$ cat src/pkg/ifb_map.vh
// Register offsets, field positions, reset values and timing counts of the ISP block
`ifndef IFB_MAP_VH
`define IFB_MAP_VH

// ********************************************************************
// Register byte offsets
// ********************************************************************
`define IFB_OFS_RDATA     5'h00
`define IFB_OFS_WDATA     5'h04
`define IFB_OFS_PROGRAM_PULSE_TIMING    5'h08
`define IFB_OFS_KEY       5'h0c
`define IFB_OFS_CTRL      5'h10
`define IFB_ADDR_W        5

// ********************************************************************
// Decoded register indices
// ********************************************************************
`define IFB_SEL_RDATA     3'h0
`define IFB_SEL_WDATA     3'h1
`define IFB_SEL_PROGRAM_PULSE_TIMING    3'h2
`define IFB_SEL_KEY       3'h3
`define IFB_SEL_CTRL      3'h4
`define IFB_SEL_NONE      3'h7

// ********************************************************************
// Fields and reset values
// ********************************************************************
`define IFB_PROGRAM_PULSE_TIMING_RST    8'h7b
`define IFB_PROGRAM_PULSE_TIMING_RW     8'h7f
`define IFB_KEY_PATTERN   6'h26
`define IFB_CTRL_RD       0
`define IFB_CTRL_PGM      1
`define IFB_CTRL_PERASE   2
`define IFB_CTRL_MERASE   3
`define IFB_ST_BUSY       0
`define IFB_ST_UNLOCK     1
`define IFB_ST_BOOT       2

// ********************************************************************
// Flash operation codes
// ********************************************************************
`define IFB_OP_PGM        2'h1
`define IFB_OP_PERASE     2'h2
`define IFB_OP_MERASE     2'h3
`define IFB_OP_NONE       2'h0

// ********************************************************************
// Timing and bus answers
// ********************************************************************
`define IFB_KEY_CYCLES    4'h8
`define IFB_PULSE_UNIT    8'h10
`define IFB_RESP_OKAY     2'h0
`define IFB_RESP_SLVERR   2'h2

`endif

$ cat src/ifb_top.v
// ISP data holding registers, pulse timing register and boot unlock gate
`timescale 1ns/100ps
// What this block does
// (RL1) Fetched flash byte lands in read data
// (RL2) Data registers need no reset value
// (RL3) Programmed byte comes from write data
// (RL4) Software keeps data and timing steady
// (RL5) Registers reachable from flash or boot code
// (RL6) Pulse width follows the timing register
// (RL7) Software loads timing before any operation
// (RL8) Timing reload only when oscillator changes
// (RL9) Timing codes come from frequency table
// (RL10) Reset loads highest range timing code
// (RL11) Boot firmware defines timing first
// (RL12) No flash execution while programming
// (RL13) Jump-to-boot and return instructions exist
// (RL14) Jump enters boot only when unlocked
// (RL15) Key match sets flag eight cycles
// (RL16) Mismatch leaves flag clear, jump stays
// (RL17) Software jumps within unlock window
// (RL18) Breakpoint in emulation freezes window count
// (RL19) Window keeps counting through interrupts
// (RL20) Disable interrupts around boot entry
// (RL21) Key compares bits 7..2 only
// (RL22) Timing top bit read-only zero
module ifb_top
(
	input  wire        aclk,
	input  wire        aresetn,
	input  wire [4:0]  s_axi_awaddr,
	input  wire [2:0]  s_axi_awprot,
	input  wire        s_axi_awvalid,
	output wire        s_axi_awready,
	input  wire [31:0] s_axi_wdata,
	input  wire [3:0]  s_axi_wstrb,
	input  wire        s_axi_wvalid,
	output wire        s_axi_wready,
	output reg  [1:0]  s_axi_bresp,
	output reg         s_axi_bvalid,
	input  wire        s_axi_bready,
	input  wire [4:0]  s_axi_araddr,
	input  wire [2:0]  s_axi_arprot,
	input  wire        s_axi_arvalid,
	output wire        s_axi_arready,
	output reg  [31:0] s_axi_rdata,
	output reg  [1:0]  s_axi_rresp,
	output reg         s_axi_rvalid,
	input  wire        s_axi_rready,
	output reg         flash_rd_req,
	input  wire        flash_rd_ack,
	input  wire [7:0]  flash_rdata,
	output wire [7:0]  flash_wdata,
	output reg  [1:0]  flash_op,
	output wire        flash_pgm_pulse,
	input  wire        instr_cycle,
	input  wire        emu_mode,
	input  wire        emu_break,
	input  wire        jump_to_boot_instr,
	input  wire        return_to_flash_instr,
	output reg         jump_go_boot,
	output reg         jump_go_flash,
	output reg         exec_from_boot
);
`include "ifb_map.vh"

localparam ST_IDLE  = 2'h0;
localparam ST_RD    = 2'h1;
localparam ST_PULSE = 2'h2;

reg  [4:0]  awaddr_q;
reg         aw_hold_q;
reg  [7:0]  wbyte_q;
reg  [3:0]  wstrb_q;
reg         w_hold_q;
reg  [7:0]  rdata_reg_q;
reg  [7:0]  wdata_reg_q;
reg  [7:0]  program_pulse_timing_q;
reg  [1:0]  state_q;
reg  [2:0]  wsel;
reg  [31:0] rd_mux;
reg         rd_err;
wire        wr_go;
wire        wr_lane0;
wire        key_match;
wire        unlocked;
wire        pulse_done;
wire        pulse_start;
wire        busy;
wire        ctrl_wr;

// ********************************************************************
// Address decode
// ********************************************************************
function [2:0] ifb_decode;
	input [4:0] addr;
	begin
		case (addr)
			`IFB_OFS_RDATA:  ifb_decode = `IFB_SEL_RDATA;
			`IFB_OFS_WDATA:  ifb_decode = `IFB_SEL_WDATA;
			`IFB_OFS_PROGRAM_PULSE_TIMING: ifb_decode = `IFB_SEL_PROGRAM_PULSE_TIMING;
			`IFB_OFS_KEY:    ifb_decode = `IFB_SEL_KEY;
			`IFB_OFS_CTRL:   ifb_decode = `IFB_SEL_CTRL;
			default:         ifb_decode = `IFB_SEL_NONE;
		endcase
	end
endfunction

// ********************************************************************
// AXI4-Lite write channels
// ********************************************************************
// Address and data are held separately so either may arrive first
assign s_axi_awready = !aw_hold_q && !s_axi_bvalid;
assign s_axi_wready  = !w_hold_q && !s_axi_bvalid;
assign wr_go         = aw_hold_q && w_hold_q && !s_axi_bvalid;
assign wr_lane0      = wr_go && wstrb_q[0];

always @*
begin
	wsel = ifb_decode(awaddr_q);
end

always @(posedge aclk)
begin
	if (!aresetn)
	begin
		aw_hold_q    <= 1'b0;
		w_hold_q     <= 1'b0;
		awaddr_q     <= 5'h00;
		wbyte_q      <= 8'h00;
		wstrb_q      <= 4'h0;
		s_axi_bvalid <= 1'b0;
		s_axi_bresp  <= `IFB_RESP_OKAY;
	end
	else
	begin
		if (s_axi_awvalid && s_axi_awready)
		begin
			aw_hold_q <= 1'b1;
			awaddr_q  <= s_axi_awaddr;
		end
		if (s_axi_wvalid && s_axi_wready)
		begin
			w_hold_q <= 1'b1;
			wbyte_q  <= s_axi_wdata[7:0];
			wstrb_q  <= s_axi_wstrb;
		end
		if (wr_go)
		begin
			aw_hold_q    <= 1'b0;
			w_hold_q     <= 1'b0;
			s_axi_bvalid <= 1'b1;
			if (wsel == `IFB_SEL_NONE)
				s_axi_bresp <= `IFB_RESP_SLVERR;
			else
				s_axi_bresp <= `IFB_RESP_OKAY;
		end
		else if (s_axi_bready)
			s_axi_bvalid <= 1'b0;
	end
end

// ********************************************************************
// Holding and timing registers
// ********************************************************************
// No gating by execution source: flash and boot code reach them alike
assign ctrl_wr = wr_lane0 && (wsel == `IFB_SEL_CTRL);          // [RL5]

always @(posedge aclk)
begin
	if (!aresetn)
	begin
		rdata_reg_q <= 8'h00;                                  // [RL2]
		wdata_reg_q <= 8'h00;                                  // [RL2]
		program_pulse_timing_q    <= `IFB_PROGRAM_PULSE_TIMING_RST;                         // [RL10]
	end
	else
	begin
		if (wr_lane0 && wsel == `IFB_SEL_WDATA)
			wdata_reg_q <= wbyte_q;
		if (wr_lane0 && wsel == `IFB_SEL_PROGRAM_PULSE_TIMING)
			program_pulse_timing_q <= wbyte_q & `IFB_PROGRAM_PULSE_TIMING_RW;               // [RL22] [RL9]
		if (state_q == ST_RD && flash_rd_ack)
			rdata_reg_q <= flash_rdata;                         // [RL1]
	end
end

assign flash_wdata = wdata_reg_q;                              // [RL3]

// ********************************************************************
// AXI4-Lite read channel
// ********************************************************************
assign s_axi_arready = !s_axi_rvalid;

always @*
begin
	rd_mux = 32'h00000000;
	rd_err = 1'b0;
	case (ifb_decode(s_axi_araddr))
		`IFB_SEL_RDATA:  rd_mux[7:0] = rdata_reg_q;
		`IFB_SEL_WDATA:  rd_mux[7:0] = wdata_reg_q;
		`IFB_SEL_PROGRAM_PULSE_TIMING: rd_mux[7:0] = program_pulse_timing_q;
		`IFB_SEL_KEY:    rd_mux[`IFB_ST_UNLOCK] = unlocked;
		`IFB_SEL_CTRL:
		begin
			rd_mux[`IFB_ST_BUSY]   = busy;
			rd_mux[`IFB_ST_UNLOCK] = unlocked;
			rd_mux[`IFB_ST_BOOT]   = exec_from_boot;
		end
		default:         rd_err = 1'b1;
	endcase
end

always @(posedge aclk)
begin
	if (!aresetn)
	begin
		s_axi_rvalid <= 1'b0;
		s_axi_rdata  <= 32'h00000000;
		s_axi_rresp  <= `IFB_RESP_OKAY;
	end
	else if (s_axi_arvalid && s_axi_arready)
	begin
		s_axi_rvalid <= 1'b1;
		s_axi_rdata  <= rd_mux;
		s_axi_rresp  <= rd_err ? `IFB_RESP_SLVERR : `IFB_RESP_OKAY;
	end
	else if (s_axi_rready)
		s_axi_rvalid <= 1'b0;
end

// ********************************************************************
// Flash operation sequencer
// ********************************************************************
// Commands while busy are dropped; software polls the busy bit first
assign busy        = (state_q != ST_IDLE);
assign pulse_start = ctrl_wr && !busy && (wbyte_q[`IFB_CTRL_MERASE:`IFB_CTRL_PGM] != 3'h0);

always @(posedge aclk)
begin
	if (!aresetn)
	begin
		state_q      <= ST_IDLE;
		flash_rd_req <= 1'b0;
		flash_op     <= `IFB_OP_NONE;
	end
	else
	begin
		flash_rd_req <= 1'b0;
		case (state_q)
			ST_IDLE:
			begin
				if (ctrl_wr && wbyte_q[`IFB_CTRL_RD])
				begin
					flash_rd_req <= 1'b1;
					state_q      <= ST_RD;
				end
				else if (pulse_start)
				begin
					state_q <= ST_PULSE;
					if (wbyte_q[`IFB_CTRL_PGM])
						flash_op <= `IFB_OP_PGM;
					else if (wbyte_q[`IFB_CTRL_PERASE])
						flash_op <= `IFB_OP_PERASE;
					else
						flash_op <= `IFB_OP_MERASE;
				end
			end
			ST_RD:
			begin
				if (flash_rd_ack)
					state_q <= ST_IDLE;
			end
			ST_PULSE:
			begin
				if (pulse_done)
				begin
					state_q  <= ST_IDLE;
					flash_op <= `IFB_OP_NONE;
				end
			end
			default:
				state_q <= ST_IDLE;
		endcase
	end
end

ifb_pulse_timer u_pulse
(
	.aclk    (aclk),
	.aresetn (aresetn),
	.start   (pulse_start && !wbyte_q[`IFB_CTRL_RD]),
	.code    (program_pulse_timing_q[6:0]),
	.pulse   (flash_pgm_pulse),
	.done    (pulse_done)
);

// ********************************************************************
// Boot unlock and jump steering
// ********************************************************************
// Low two bits of the key byte are don't-care
assign key_match = wr_lane0 && (wsel == `IFB_SEL_KEY) &&
	(wbyte_q[7:2] == `IFB_KEY_PATTERN);                        // [RL21] [RL16]

ifb_unlock_window u_unlock
(
	.aclk        (aclk),
	.aresetn     (aresetn),
	.arm         (key_match),
	.instr_cycle (instr_cycle),
	.freeze      (emu_mode && emu_break),
	.unlocked    (unlocked)
);

always @(posedge aclk)
begin
	if (!aresetn)
	begin
		jump_go_boot   <= 1'b0;
		jump_go_flash  <= 1'b0;
		exec_from_boot <= 1'b0;
	end
	else
	begin
		jump_go_boot  <= jump_to_boot_instr && unlocked;        // [RL14] [RL13]
		jump_go_flash <= jump_to_boot_instr && !unlocked;       // [RL16]
		if (jump_to_boot_instr && unlocked)
			exec_from_boot <= 1'b1;                             // [RL13]
		else if (return_to_flash_instr)
			exec_from_boot <= 1'b0;                             // [RL13]
	end
end

endmodule

$ cat src/ifb_unlock_window.v
// Boot unlock window: flag held for a fixed count of instruction cycles
`timescale 1ns/100ps
module ifb_unlock_window
(
	input  wire       aclk,
	input  wire       aresetn,
	input  wire       arm,
	input  wire       instr_cycle,
	input  wire       freeze,
	output wire       unlocked
);
`include "ifb_map.vh"

reg  [3:0] cnt_q;
reg  [3:0] cnt_d;

// ********************************************************************
// Instruction cycle counter
// ********************************************************************
// Interrupts do not stop the count, so a serviced interrupt eats the window
always @*
begin
	cnt_d = cnt_q;
	if (arm)
		cnt_d = `IFB_KEY_CYCLES;                            // [RL15]
	else if (cnt_q != 4'h0 && instr_cycle && !freeze)   // [RL18] [RL19]
		cnt_d = cnt_q - 4'h1;
end

always @(posedge aclk)
begin
	if (!aresetn)
		cnt_q <= 4'h0;
	else
		cnt_q <= cnt_d;
end

assign unlocked = (cnt_q != 4'h0);                      // [RL15]

endmodule

$ cat src/ifb_pulse_timer.v
// Program and erase pulse generator sized by the timing code
`timescale 1ns/100ps
module ifb_pulse_timer
(
	input  wire       aclk,
	input  wire       aresetn,
	input  wire       start,
	input  wire [6:0] code,
	output wire       pulse,
	output reg        done
);
`include "ifb_map.vh"

reg  [14:0] cnt_q;

// ********************************************************************
// Pulse counter
// ********************************************************************
// Width scales with the code, so a slow oscillator gets a long pulse
always @(posedge aclk)
begin
	if (!aresetn)
	begin
		cnt_q <= 15'h0000;
		done  <= 1'b0;
	end
	else
	begin
		done <= 1'b0;
		if (start && cnt_q == 15'h0000)
			cnt_q <= {8'h00, code} * {7'h00, `IFB_PULSE_UNIT};  // [RL6]
		else if (cnt_q != 15'h0000)
		begin
			cnt_q <= cnt_q - 15'h0001;
			if (cnt_q == 15'h0001)
				done <= 1'b1;
		end
	end
end

assign pulse = (cnt_q != 15'h0000);

endmodule

$ cat config.mk
export PLATFORM = sky130hd
export DESIGN_NAME = ifb_top
export DESIGN_NICKNAME = d
export VERILOG_FILES = /design/src/ifb_top.v /design/src/ifb_unlock_window.v /design/src/ifb_pulse_timer.v
export VERILOG_INCLUDE_DIRS = /design/src /design/src/pkg
export SDC_FILE = /design/constraint.sdc
export NUM_CORES = 1
export LEC_CHECK = 0
export CELL_PAD_IN_SITES_DETAIL_PLACEMENT = 1
export CELL_PAD_IN_SITES_GLOBAL_PLACEMENT = 1
export CORE_AREA = 2 2 90 92
export DETAILED_ROUTE_END_ITERATION = 7
export DIE_AREA = 0 0 92 94
export DONT_BUFFER_PORTS = 1
export PLACE_DENSITY = 0.78
export SLEW_MARGIN = 15
export SYNTH_ARGS = -nofsm -noshare
export SYNTH_HDL_FRONTEND = slang
export SYNTH_SLANG_ARGS = --single-unit
$ cat constraint.sdc
create_clock -name aclk -period 3.4 [get_ports aclk]
set_input_delay 0.51 -clock aclk [delete_from_list [all_inputs] [get_ports aclk]]
set_output_delay 0.51 -clock aclk [all_outputs]
set_load 0.05 [all_outputs]
# Word-level counts from Yosys, hierarchy flattened
# Cells that the tools add are included.
op_classes:
  addsub: 2
  n_eq_ne: 26
  mux: 30
  n_bitwise: 2
  n_reduce_logical: 56
ops:
  columns: ["cell", "n"]
  rows:
  - ["case mux 3 bit (5 select lines)", 2]
  - ["logical AND 1 bit", 24]
  - ["two-way mux 11 bit", 2]
  - ["equality test 5 x 4 -> 1 bit, second input constant", 4]
  - ["two-way mux 2 bit", 9]
  - ["equality test 15 x 1 -> 1 bit, second input constant", 1]
  - ["logical NOT 15 bit", 1]
  - ["case mux 5 bit (3 select lines)", 1]
  - ["nonzero test 15 bit", 1]
  - ["subtractor 15 x 1 -> 15 bit, second input constant", 1]
  - ["nonzero test 2 bit", 7]
  - ["equality test 3 x 2 -> 1 bit, second input constant", 4]
  - ["case mux 1 bit (4 select lines)", 3]
  - ["equality test 5 x 3 -> 1 bit, second input constant", 2]
  - ["equality test 5 bit, second input constant", 2]
  - ["logical NOT 5 bit", 2]
  - ["equality test 3 bit, second input constant", 3]
  - ["two-way mux 1 bit", 9]
  - ["logical NOT 1 bit", 8]
  - ["two-way mux 4 bit", 2]
  - ["OR reduction 2 bit", 4]
  - ["equality test 3 x 1 -> 1 bit, second input constant", 2]
  - ["equality test 6 bit, second input constant", 1]
  - ["inequality test 2 bit, second input constant", 3]
  - ["other kinds (17)", 18]
totals:
  register_bits: 81
  in_bits: 73
  out_inout_bits: 56
  word_cells: 140

# Depth between registers and ports, before layout
# Gate-level depths: netlist of the first run.
logic_depth:
  ltp_word: 9
  depth_mapped: 7
  mapped_depth_nobuf: 7

# Cells and area by module
# Synthesis of the first run repeated with hierarchy kept, for this count alone.
unflattened:
  hier_cells: 428
  area_unflattened_um2: 3862.5
modules_own_cells:
  columns: ["mod", "n_inst", "cells_per_inst", "area_per_inst_um2", "seq_area_each_um2"]
  rows:
  - ["ifb_top", 1, 304, 2732.6, 1181.1]
  - ["ifb_pulse_timer", 1, 99, 915.9, 320.3]
  - ["ifb_unlock_window", 1, 25, 214.0, 80.1]

# Worst setup path before layout of the first run
# Ideal clock, no wire load.
synth_path:
  kind: "register -> output"
  startpoint: "reg u_pulse.cnt_q[4]"
  endpoint: "out flash_pgm_pulse"
  arrival_ps: 1662
  required_ps: 2890
  path_slack_ps: 1228
  path_stages_with_launch: 5
  path_buffers: 1
  cell_sequence: "dfxtp_1 or4_4 buf_6 nor4_4 inv_2"
synth_via:
  elab_chain_len: 1
synth_lines:
  columns: ["item", "line_no", "text"]
  rows:
  - ["start, declared", "ifb_pulse_timer.v:14", "reg [14:0] cnt_q;"]
  - ["start signal, assigned", "ifb_pulse_timer.v:31", "cnt_q <= {8'h00, code} * {7'h00, `IFB_PULSE_UNIT};"]
  - ["start signal, assigned", "ifb_pulse_timer.v:34", "cnt_q <= cnt_q - 15'h0001;"]
  - ["nonzero test 15 bit", "ifb_pulse_timer.v:41", "assign pulse = (cnt_q != 15'h0000);"]
  - ["end, declared", "ifb_top.v:54", "output wire flash_pgm_pulse,"]
# No other way between the ends.

# Worst setup path after layout of the first run
layout_path:
  startpoint: "reg u_pulse.cnt_q[10]"
  endpoint: "out flash_pgm_pulse"
# The elaborated chain is that of the path after synthesis.

==> run summary, run 1 <==
The kind of capture point of the worst setup path is an output port. The total of endpoints with negative setup slack in the final report came out at 0. The number of vias after detailed routing is roughly 2900. After clock tree synthesis, the clock-pin slew on the worst setup and hold paths is about 80 ps.

The count of port buffers added during placement came out at 0. The max-cap violation count is 0. After floorplanning, the core was sized to cover between 7000 and 8000 um^2. The number of cells on the worst hold path is 1. The delay of the slowest critical-path stage came out at 690 ps.

Detailed routing placed a total of between 400 and 500 um of wire on met3. The most critical setup path has its startpoint at u_pulse.cnt_q[10]. The clock latency reported for the late side of the worst-skew pair is ~350 ps. The congestion estimate from routability-driven global placement came to around 0.77.

The number of gates resized after cts is 0. For this run, the register share of the synthesized area comes to 0.4276. The cell area reported after detailed placement is roughly 3700 um^2.

The leakage power figure came out at 0.001556 uW. The share of flip-flops with an asynchronous set or reset after synthesis is 0. The type of the tightest min-delay check is primary input to register.

The top-level port count is roughly 130. The peak clock frequency supported by timing is between 300 and 400 MHz. The die covers between 8000 and 9000 um^2. With fillers left out, the area of the finished cells amounts to a little under 4000 um^2. For this run, the total global-route usage over all layers was measured as 0.2155.

The run finished with clean final reports. The worst-case vdd ir drop came out at approximately 0.00027 V. STA puts the critical path data arrival time at 2280 ps. The level count of the clock H-tree came out at 3. The worst relative slew slack is 0.3222. The most instantiated flip-flop cell in the synthesis netlist is sky130_fd_sc_hd__dfxtp_1. The routed length per placed instance is 17.83 um. The first global-routing pass estimated about 15000 um of wire. For the finished layout, the period the worst path requires is between 2000 and 3000 ps. The maximum fanout along the worst path came out at 10. The buffers plus inverters on the worst setup path came out at 1. The detailed placement HPWL came out at about 6600 um. The number of clock sinks seen by CTS came out at between 70 and 80.

The slowest library cell on the worst path is sky130_fd_sc_hd__or4_1. The count of warnings emitted by yosys came out at 0. The initial antenna violation count came out at 0.

The diode insertion count for antenna repair came out at 0. The final global-route overflow total came out at 0. For this design the ratio of total power to cell area is around 720 nW/um^2. The synthesized design contains a little under 80 register bits.

The number of nets in the layout is 476. The die height came out at between 90 and 100 um. The count of pins over their slew limit was 0.

The via count of the first global-routing pass is between 2000 and 3000. Each instance of the synthesized netlist takes up on average slightly above 9 um^2. In this run the post-CTS setup repair buffer count came out at 0. In this run, the number of DRC markers left after iteration 0 of detailed routing was around 220. The synthesized netlist occupies a cell area of about 3700 um^2. The number of cells produced by synthesis is 407. Across all hold checks on the routed design, the worst slack comes to 223.3 ps. In this run, post-CTS hold repair placed 0 buffers.

The remaining design rule violation count is 0. The detailed-route wire length came out at roughly 9000 um. The effective utilization at floorplan came out at 0.4862.

The number of flops mapped to enable cells by yosys is 0. The overall die width is slightly above 90 um. The setup TNS after final layout is 0 ps.

The routed length on met1 came out at 3831 um. Setup repair after global routing left no endpoint under its margin. The critical path in this run is classified as register to output port.

Measured in cells, the most critical reg-to-reg path has a length of 5. The cell sitting at the root of the clock tree is a sky130_fd_sc_hd__clkbuf_8. The clock tree from TritonCTS is done. Entering global routing, the biggest net connects 53 pins. The iteration count of the initial detailed-routing pass came out at 4. The uppermost metal layer occupied by signal nets is met4. The met2 wire length is between 4000 and 5000 um. In this run the most critical hold path is launched from aresetn.

Counting distinct cell types in the post-synthesis netlist gives 65. Compared with the post-synthesis result, the final layout area differs by 4.161%. The family with the most delay on the worst path is simple AND/OR/NAND/NOR gates.

The worst setup path is launched from a register. For the pin with the worst max-slew slack, the measured transition is 1012 ps. The fraction of layout cells with a size suffix above 1 came out at 0.08168. The final hold violation count is 0. The cell depth of the worst setup path came out at 3.

The number of antenna-violating nets in the routed design is 0. The startpoint identified for the worst register-to-register timing path is u_pulse.cnt_q[10]. The signal on the critical path passes through or4_1 > nor4_4 > inv_2. The vias per cell is 5.711.

The number of standard-cell rows in the floorplan is 32. Across the routed clock network, the largest skew measured is 10.14 ps. The share of the clock period used by the worst path after layout came out at 0.8197. The required time reported for the critical path endpoint is roughly 2900 ps. The number of buffers on the longest clock path came out at 2. The number of buffers created by CTS came out at 9.
-- flip-flops by register name (all words and copies together), names as in the netlist, 4 cells and up --
name	cells
u_unlock.cnt_q	4
wbyte_q	8
program_pulse_timing_q	7
u_pulse.cnt_q	15
flash_wdata	8
rdata_reg_q	8
s_axi_rdata	8
awaddr_q	5
-- logic make-up after synthesis --
logic type | Yosys count | synth area share
compound gates | 76 | 0.1421
xor+xnor | 2 | 0.004737
fa+ha+maj | 3 | 0.01015
buf+inv | 58 | 0.08728
flops | 79 | 0.4276
mux | 44 | 0.1191
other cells | 1 | 0.001014
simple gates | 144 | 0.2081
-- final timing paths --
path | end | slack, ps
worst max-delay path | flash_pgm_pulse | 610
worst min-delay path | program_pulse_timing_q[4] | 220
worst max register to register | u_pulse.cnt_q[12] | 910
worst min register to register | u_pulse.cnt_q[13] | 510
-- metrics by stage --
stage / total power (uW) / instances / setup slack [ps] / util
after global routing: 2969 / 506 / 488.7 / 0.5064
after floorplan: 1993 / 432 / 1228 / -
after detailed placement: 2133 / 491 / 906.2 / 0.4819
final: 2789 / 506 / 613.0 / 0.5064
after global placement: 2089 / 491 / 944.7 / 0.4819
after CTS: 2814 / 506 / 587.4 / 0.5064
-- area by class of cell --
cell class / instances / area (um^2)
inverters: 13 / 48.80
multi-input cells: 295 / 1893
flip-flops and latches: 79 / 1582
clock buffers: 9 / 123.9
fillers: 906 / 3755
clock inverters: 6 / 62.56
repair buffers: 2 / 15.01
well taps: 102 / 127.6
-- synthesized netlist by cell type (all sizes together), types with 3 or more instances --
cell type	number	share of area
a211oi	5	0.010
a21oi	18	0.025
a22o	4	0.0095
a31oi	5	0.0085
buf	29	0.058
clkbuf	16	0.016
dfxtp	79	0.43
ha	3	0.010
inv	12	0.012
mux2i	44	0.12
nand2	22	0.022
nand2b	4	0.0068
nand3	6	0.0081
nand4	7	0.012
nor2	51	0.052
nor2b	6	0.010
nor3	10	0.014
nor3b	3	0.0061
nor4	4	0.011
o211ai	3	0.0061
o21ai	16	0.022
o31ai	5	0.014
or3	9	0.018
or4	7	0.017
-- cell usage in the layout (no fill, tap or decap), types with 4 or more instances in the layout --
| master | synthesis | routed |
|---|---|---|
| sky130_fd_sc_hd__dfxtp_1 | 79 | 79 |
| sky130_fd_sc_hd__nor2_1 | 51 | 51 |
| sky130_fd_sc_hd__mux2i_1 | 44 | 44 |
| sky130_fd_sc_hd__conb_1 | 1 | 26 |
| sky130_fd_sc_hd__nand2_1 | 22 | 22 |
| sky130_fd_sc_hd__a21oi_1 | 17 | 17 |
| sky130_fd_sc_hd__o21ai_0 | 16 | 16 |
| sky130_fd_sc_hd__inv_1 | 11 | 11 |
| sky130_fd_sc_hd__nor3_1 | 10 | 10 |
| sky130_fd_sc_hd__clkbuf_8 | 0 | 9 |
| sky130_fd_sc_hd__nand4_1 | 7 | 7 |
| sky130_fd_sc_hd__nand3_1 | 6 | 6 |
| sky130_fd_sc_hd__nor2b_1 | 6 | 6 |
| sky130_fd_sc_hd__a31oi_1 | 5 | 5 |
| sky130_fd_sc_hd__a211oi_1 | 5 | 5 |
| sky130_fd_sc_hd__or3_1 | 5 | 5 |
| sky130_fd_sc_hd__nand2b_1 | 4 | 4 |
| sky130_fd_sc_hd__o31ai_1 | 4 | 4 |
| sky130_fd_sc_hd__a22o_1 | 4 | 4 |
-- worst reg2reg max path: stages (launching register included) --
cell,delay [ps]
sky130_fd_sc_hd__dfxtp_1,360
sky130_fd_sc_hd__or4_1,690
sky130_fd_sc_hd__nor4_4,550
sky130_fd_sc_hd__inv_2,320
sky130_fd_sc_hd__o31ai_4,380
sky130_fd_sc_hd__a21oi_1,70
-- report_power, final --
| part | internal (uW) | switching [uW] | leakage (uW) | total, uW |
|---|---|---|---|---|
| Clock | 334 | 343 | 0.0000988 | 677 |
| Combinational | 324 | 579 | 0.000814 | 903 |
| Sequential | 1030 | 174 | 0.000643 | 1210 |
| Total | 1690 | 1100 | 0.00156 | 2790 |
-- routing by layer --
metal / GRT usage / vias up
li1: - / 1402
met1: 0.2476 / 1405
met2: 0.3897 / 69
met3: 0.05618 / 14
met4: 0.07090 / 0
met5: 0 / -
Note: power is estimated with default switching activity, not from simulation.
==> run 2: changes to the inputs <==
- ABC_AREA: unset -> 1
- CORE_AREA: 2 2 90 92 -> 2 2 96 98
- DIE_AREA: 0 0 92 94 -> 0 0 98 100
- PLACE_DENSITY: 0.78 -> 0.74
- clock period: 3.4 -> 2.7 ns (I/O delays scaled with it)
==> run 2 against run 1 <==
  * Critical path type is now register to register
  * Via count up 11%
  * Utilization down 6.0 points
  * Synthesized area up 1.3%
  * Clock power up 60%
  * Critical path depth up 2
  * Non-clock buffer count unchanged
  * Critical endpoint is now wbyte_q[2]
==> run summary, run 2 <==
The die height came out at 100 um (+6.4%). The number of standard-cell rows in the floorplan is 35 (+9.4%). u_pulse.cnt_q holds more flip-flops than any other register. The number of flops mapped to enable cells by yosys was 0 (unchanged).

The core utilization of the finished layout came out at 0.4464 (-0.05997). The data arrival time of the critical path is 2680 ps (+400 ps). The number of clock sinks seen by CTS came out at 79 (unchanged). The sequential cell area fraction in the yosys report was 0.4220 (-0.005568). The flip-flop count of the largest register, all copies and words added is 15 (unchanged). The critical path in this run is classified as register to register. The worst-case vdd ir drop is 0.0003590 V (+33%). The worst relative slew slack is 0.3546 (+0.03245). The flow ran to the end, and the final reports show no timing, DRC or antenna violations. The most instantiated flip-flop cell in the synthesis netlist is sky130_fd_sc_hd__dfxtp_1. The number of cells on the worst hold path is 1 (unchanged).

The part of the total power dissipated in combinational logic was 0.297 (-0.027). Derived from the worst setup path, the maximum achievable clock frequency is 417.1 MHz. The top-level port count is 129 (unchanged).

The share of the clock period used by the worst path after layout is 0.8881. The root buffer cell is sky130_fd_sc_hd__clkbuf_8. The setup slack of the most critical reg-to-reg path was 300 ps (-610 ps).

TritonCTS built the clock tree. The count of warnings emitted by yosys is 0 (unchanged). The global-route usage over all layers was 0.1865 (-0.02901). The number of distinct library cell variants in the gate-level netlist after synthesis is 30 (-54%). The clock transition at the registers of the reported paths is 80 ps (about the same).

The synthesized area per cell is 7.084 um^2 (-22%). On the critical path the largest part of the delay comes from simple AND/OR/NAND/NOR gates. The count of port buffers added during placement came out at 0 (unchanged). The tightest min-delay check is of the primary input to register type. The number of cells produced by synthesis came to 529 (+30%).

The net switching power of the design is 1351 uW (+23%). The remaining design rule violation count is 0 (unchanged). The total instance count after detailed placement came to 626 (+27%).

The diode insertion count for antenna repair came out at 0 (unchanged). The category of the worst setup path launch point is a register. The clock skew came to 9.444 ps (-0.6929 ps). The total power per unit cell area is 912.6 nW/um^2 (+26%). The clock share of power came out at 0.299 (+0.056). The worst reg2reg path depth was 5 (unchanged). The hold path endpoint is program_pulse_timing_q[5]. The transition time at the pin with the least slew margin is 964.5 ps (-47.81 ps).

In this run the critical register-to-register path is captured at wbyte_q[2]. After synthesis, the cell types taking the most area are sky130_fd_sc_hd__dfxtp_1 (42%), sky130_fd_sc_hd__nand2_1 (9.7%), sky130_fd_sc_hd__inv_1 (7.3%). The number of non-filler instances in the completed layout came out at 642 (+27%).

The number of buffers on the longest clock path is 2 (unchanged). The library cell used most frequently in the layout, excluding fill and tap cells, is sky130_fd_sc_hd__nand2_1. The worst register-to-register path begins at s_axi_bvalid. The fraction of layout cells with a size suffix above 1 is 0.06968 (-0.01200). The maximum fanout along the worst path came out at 15 (+5).

In the layout the commonest cells are sky130_fd_sc_hd__nand2_1 (97), sky130_fd_sc_hd__dfxtp_1 (79), sky130_fd_sc_hd__inv_1 (73), sky130_fd_sc_hd__nor2_1 (55), sky130_fd_sc_hd__a21oi_1 (53). The violation count after the first detailed-route iteration came to 64 (-71%). The final global-route overflow total came out at 0 (unchanged). Among all stages on the critical path, the largest delay is contributed by sky130_fd_sc_hd__nor2_1.

The via count of the first global-routing pass is 3126 (+6.7%). Counting instances in the post-synthesis netlist gives the leading cell types as sky130_fd_sc_hd__nand2_1 (97), sky130_fd_sc_hd__dfxtp_1 (79), sky130_fd_sc_hd__inv_1 (73). The combined area of all synthesized cells came out at 3747 um^2 (+1.3%). The share of flip-flops with an asynchronous set or reset after synthesis came out at 0 (unchanged). The overall die width came out at 98 um (+6.5%). The die area is 9800 um^2 (+13%). The switching power as a share of total power was 0.3729 (-0.02032). Walking the worst path, the cells encountered are nor2_1 > nand2_1 > inv_1 > nor2_1 > nor2_1. The total of endpoints with negative setup slack in the final report came to 0 (unchanged).

By instance count, the cell type seen most on the critical path is sky130_fd_sc_hd__nor2_1. The leakage power figure came out at 0.001724 uW (+11%). The kind of capture point of the worst setup path is a register.

The number of vias after detailed routing came out at 3215 (+11%). The count of pins over their slew limit is 0 (unchanged). The number of buffers inserted by post-CTS setup repair came to 0 (unchanged). The number of nets in the layout came to 602 (+26%).

The number of antenna-violating nets in the routed design came out at 0 (unchanged). The fraction of post-synthesis cell area in the top cell type by area is 0.4220 (-0.005568). The initial antenna violation count is 0 (unchanged). The sequential cell fraction of total power is 0.404 (-0.029). The largest net degree at the start of global routing came to 51 (-3.8%).

The first-pass GRT wire length came to 14700 um (about the same). The cell internal power dissipation was 2271 uW (+34%). The detailed placement HPWL is 6882 um (+4.2%). The clock latency reported for the late side of the worst-skew pair is 350 ps (about the same).

The number of gates resized after cts came out at 0 (unchanged). The dominant cell type by area after synthesis is sky130_fd_sc_hd__dfxtp_1. The source of the worst hold timing path is aresetn.

The total core area came to 8890 um^2 (+17%). The worst hold-check slack is 151.0 ps (-72.25 ps). The setup TNS after final layout is 0 ps (unchanged). The shortest clock period the worst path allows after layout came out at around 2400 ps. The buffers plus inverters on the worst setup path was 1 (unchanged). The effective utilization at floorplan is 0.4215 (-0.06465). The level count of the clock H-tree is 3 (unchanged). The max-cap violation count is 0 (unchanged). The delay of the slowest critical-path stage is 830 ps (+140 ps). The final weighted congestion in routability-driven placement is 0.7829 (+1.7%). Setup repair after global routing left no endpoint under its margin. The number of buffers inserted for hold repair after clock tree synthesis was 0 (unchanged). The register bit total from synthesis is 79 (unchanged). The vias per cell is 5.008 (-12%). The required time reported for the critical path endpoint is 2980 ps (+90 ps). The final hold violation count came to 0 (unchanged).

The iteration count of the initial detailed-routing pass came out at 4 (unchanged). The number of buffers created by CTS is 9 (unchanged). The total power draw came to 3622 uW (+30%). The area added between synthesis and finish is 5.910%.

The detailed-route wire length is 9088 um (+0.72%). The routed length per placed instance is 14.16 um (-21%). sky130_fd_sc_hd__nand2_1 is the most common cell in the netlist.
==> run 2: cell families (layout without fill, tap and decap cells) <==
family | after synthesis | after routing | share of synthesized area
other cells | 1 | 26 | 0.001001
xor+xnor | 3 | 3 | 0.007013
simple gates | 221 | 221 | 0.2594
compound gates | 106 | 106 | 0.1529
buf+inv | 116 | 93 | 0.1476
fa+ha+maj | 3 | 3 | 0.01002
flops | 79 | 79 | 0.4220
==> run 2: metrics by stage <==
| stage | instance area, um^2 | setup slack (ps) |
|---|---|---|
| 4_1_cts | 3969 | 275.6 |
| 3_5_place_dp | 3724 | 299.3 |
| 6_report | 3969 | 302.2 |
| 5_1_grt | 3969 | 125.1 |
| 3_3_place_gp | 3724 | 346.9 |
| 2_1_floorplan | 3841 | 676.5 |
==> run 2: area by class of cell <==
type	instances	area, um^2
Clock buffer	11	141.4
Clock inverter	5	103.9
Fill cell	1178	4921
Inverter	75	281.5
Multi-Input combinational cell	359	1707
Sequential cell	79	1582
Tap cell	111	138.9
Timing Repair Buffer	2	15.01
==> run 2: power groups by stage <==
stage,sequential [uW],combinational [uW],clock (uW)
2_1_floorplan,1460,949,0
3_3_place_gp,1480,1040,0
3_5_place_dp,1500,1080,0
4_1_cts,1470,1090,1100
5_1_grt,1480,1230,1140
6_report,1460,1080,1080
==> run 2: layer usage <==
metal	vias to the layer above	track usage	wire length, um
met4	0	0.06410	135
li1	1639	-	-
met2	54	0.3256	4557
met3	11	0.05014	415
met5	-	0	0
met1	1511	0.2223	3979
==> run 2: worst max-delay path by stage <==
stage / start / to / slack, ps / depth (start not counted)
6_report: s_axi_bvalid / wbyte_q[2] / 300 / 5
5_1_grt: s_axi_bvalid / wbyte_q[2] / 130 / 4
4_1_cts: s_axi_bvalid / wbyte_q[2] / 280 / 5
3_5_place_dp: s_axi_bvalid / wbyte_q[2] / 300 / 5
3_3_place_gp: s_axi_bvalid / wbyte_q[5] / 350 / 5
2_1_floorplan: s_axi_bvalid / wbyte_q[6] / 680 / 5
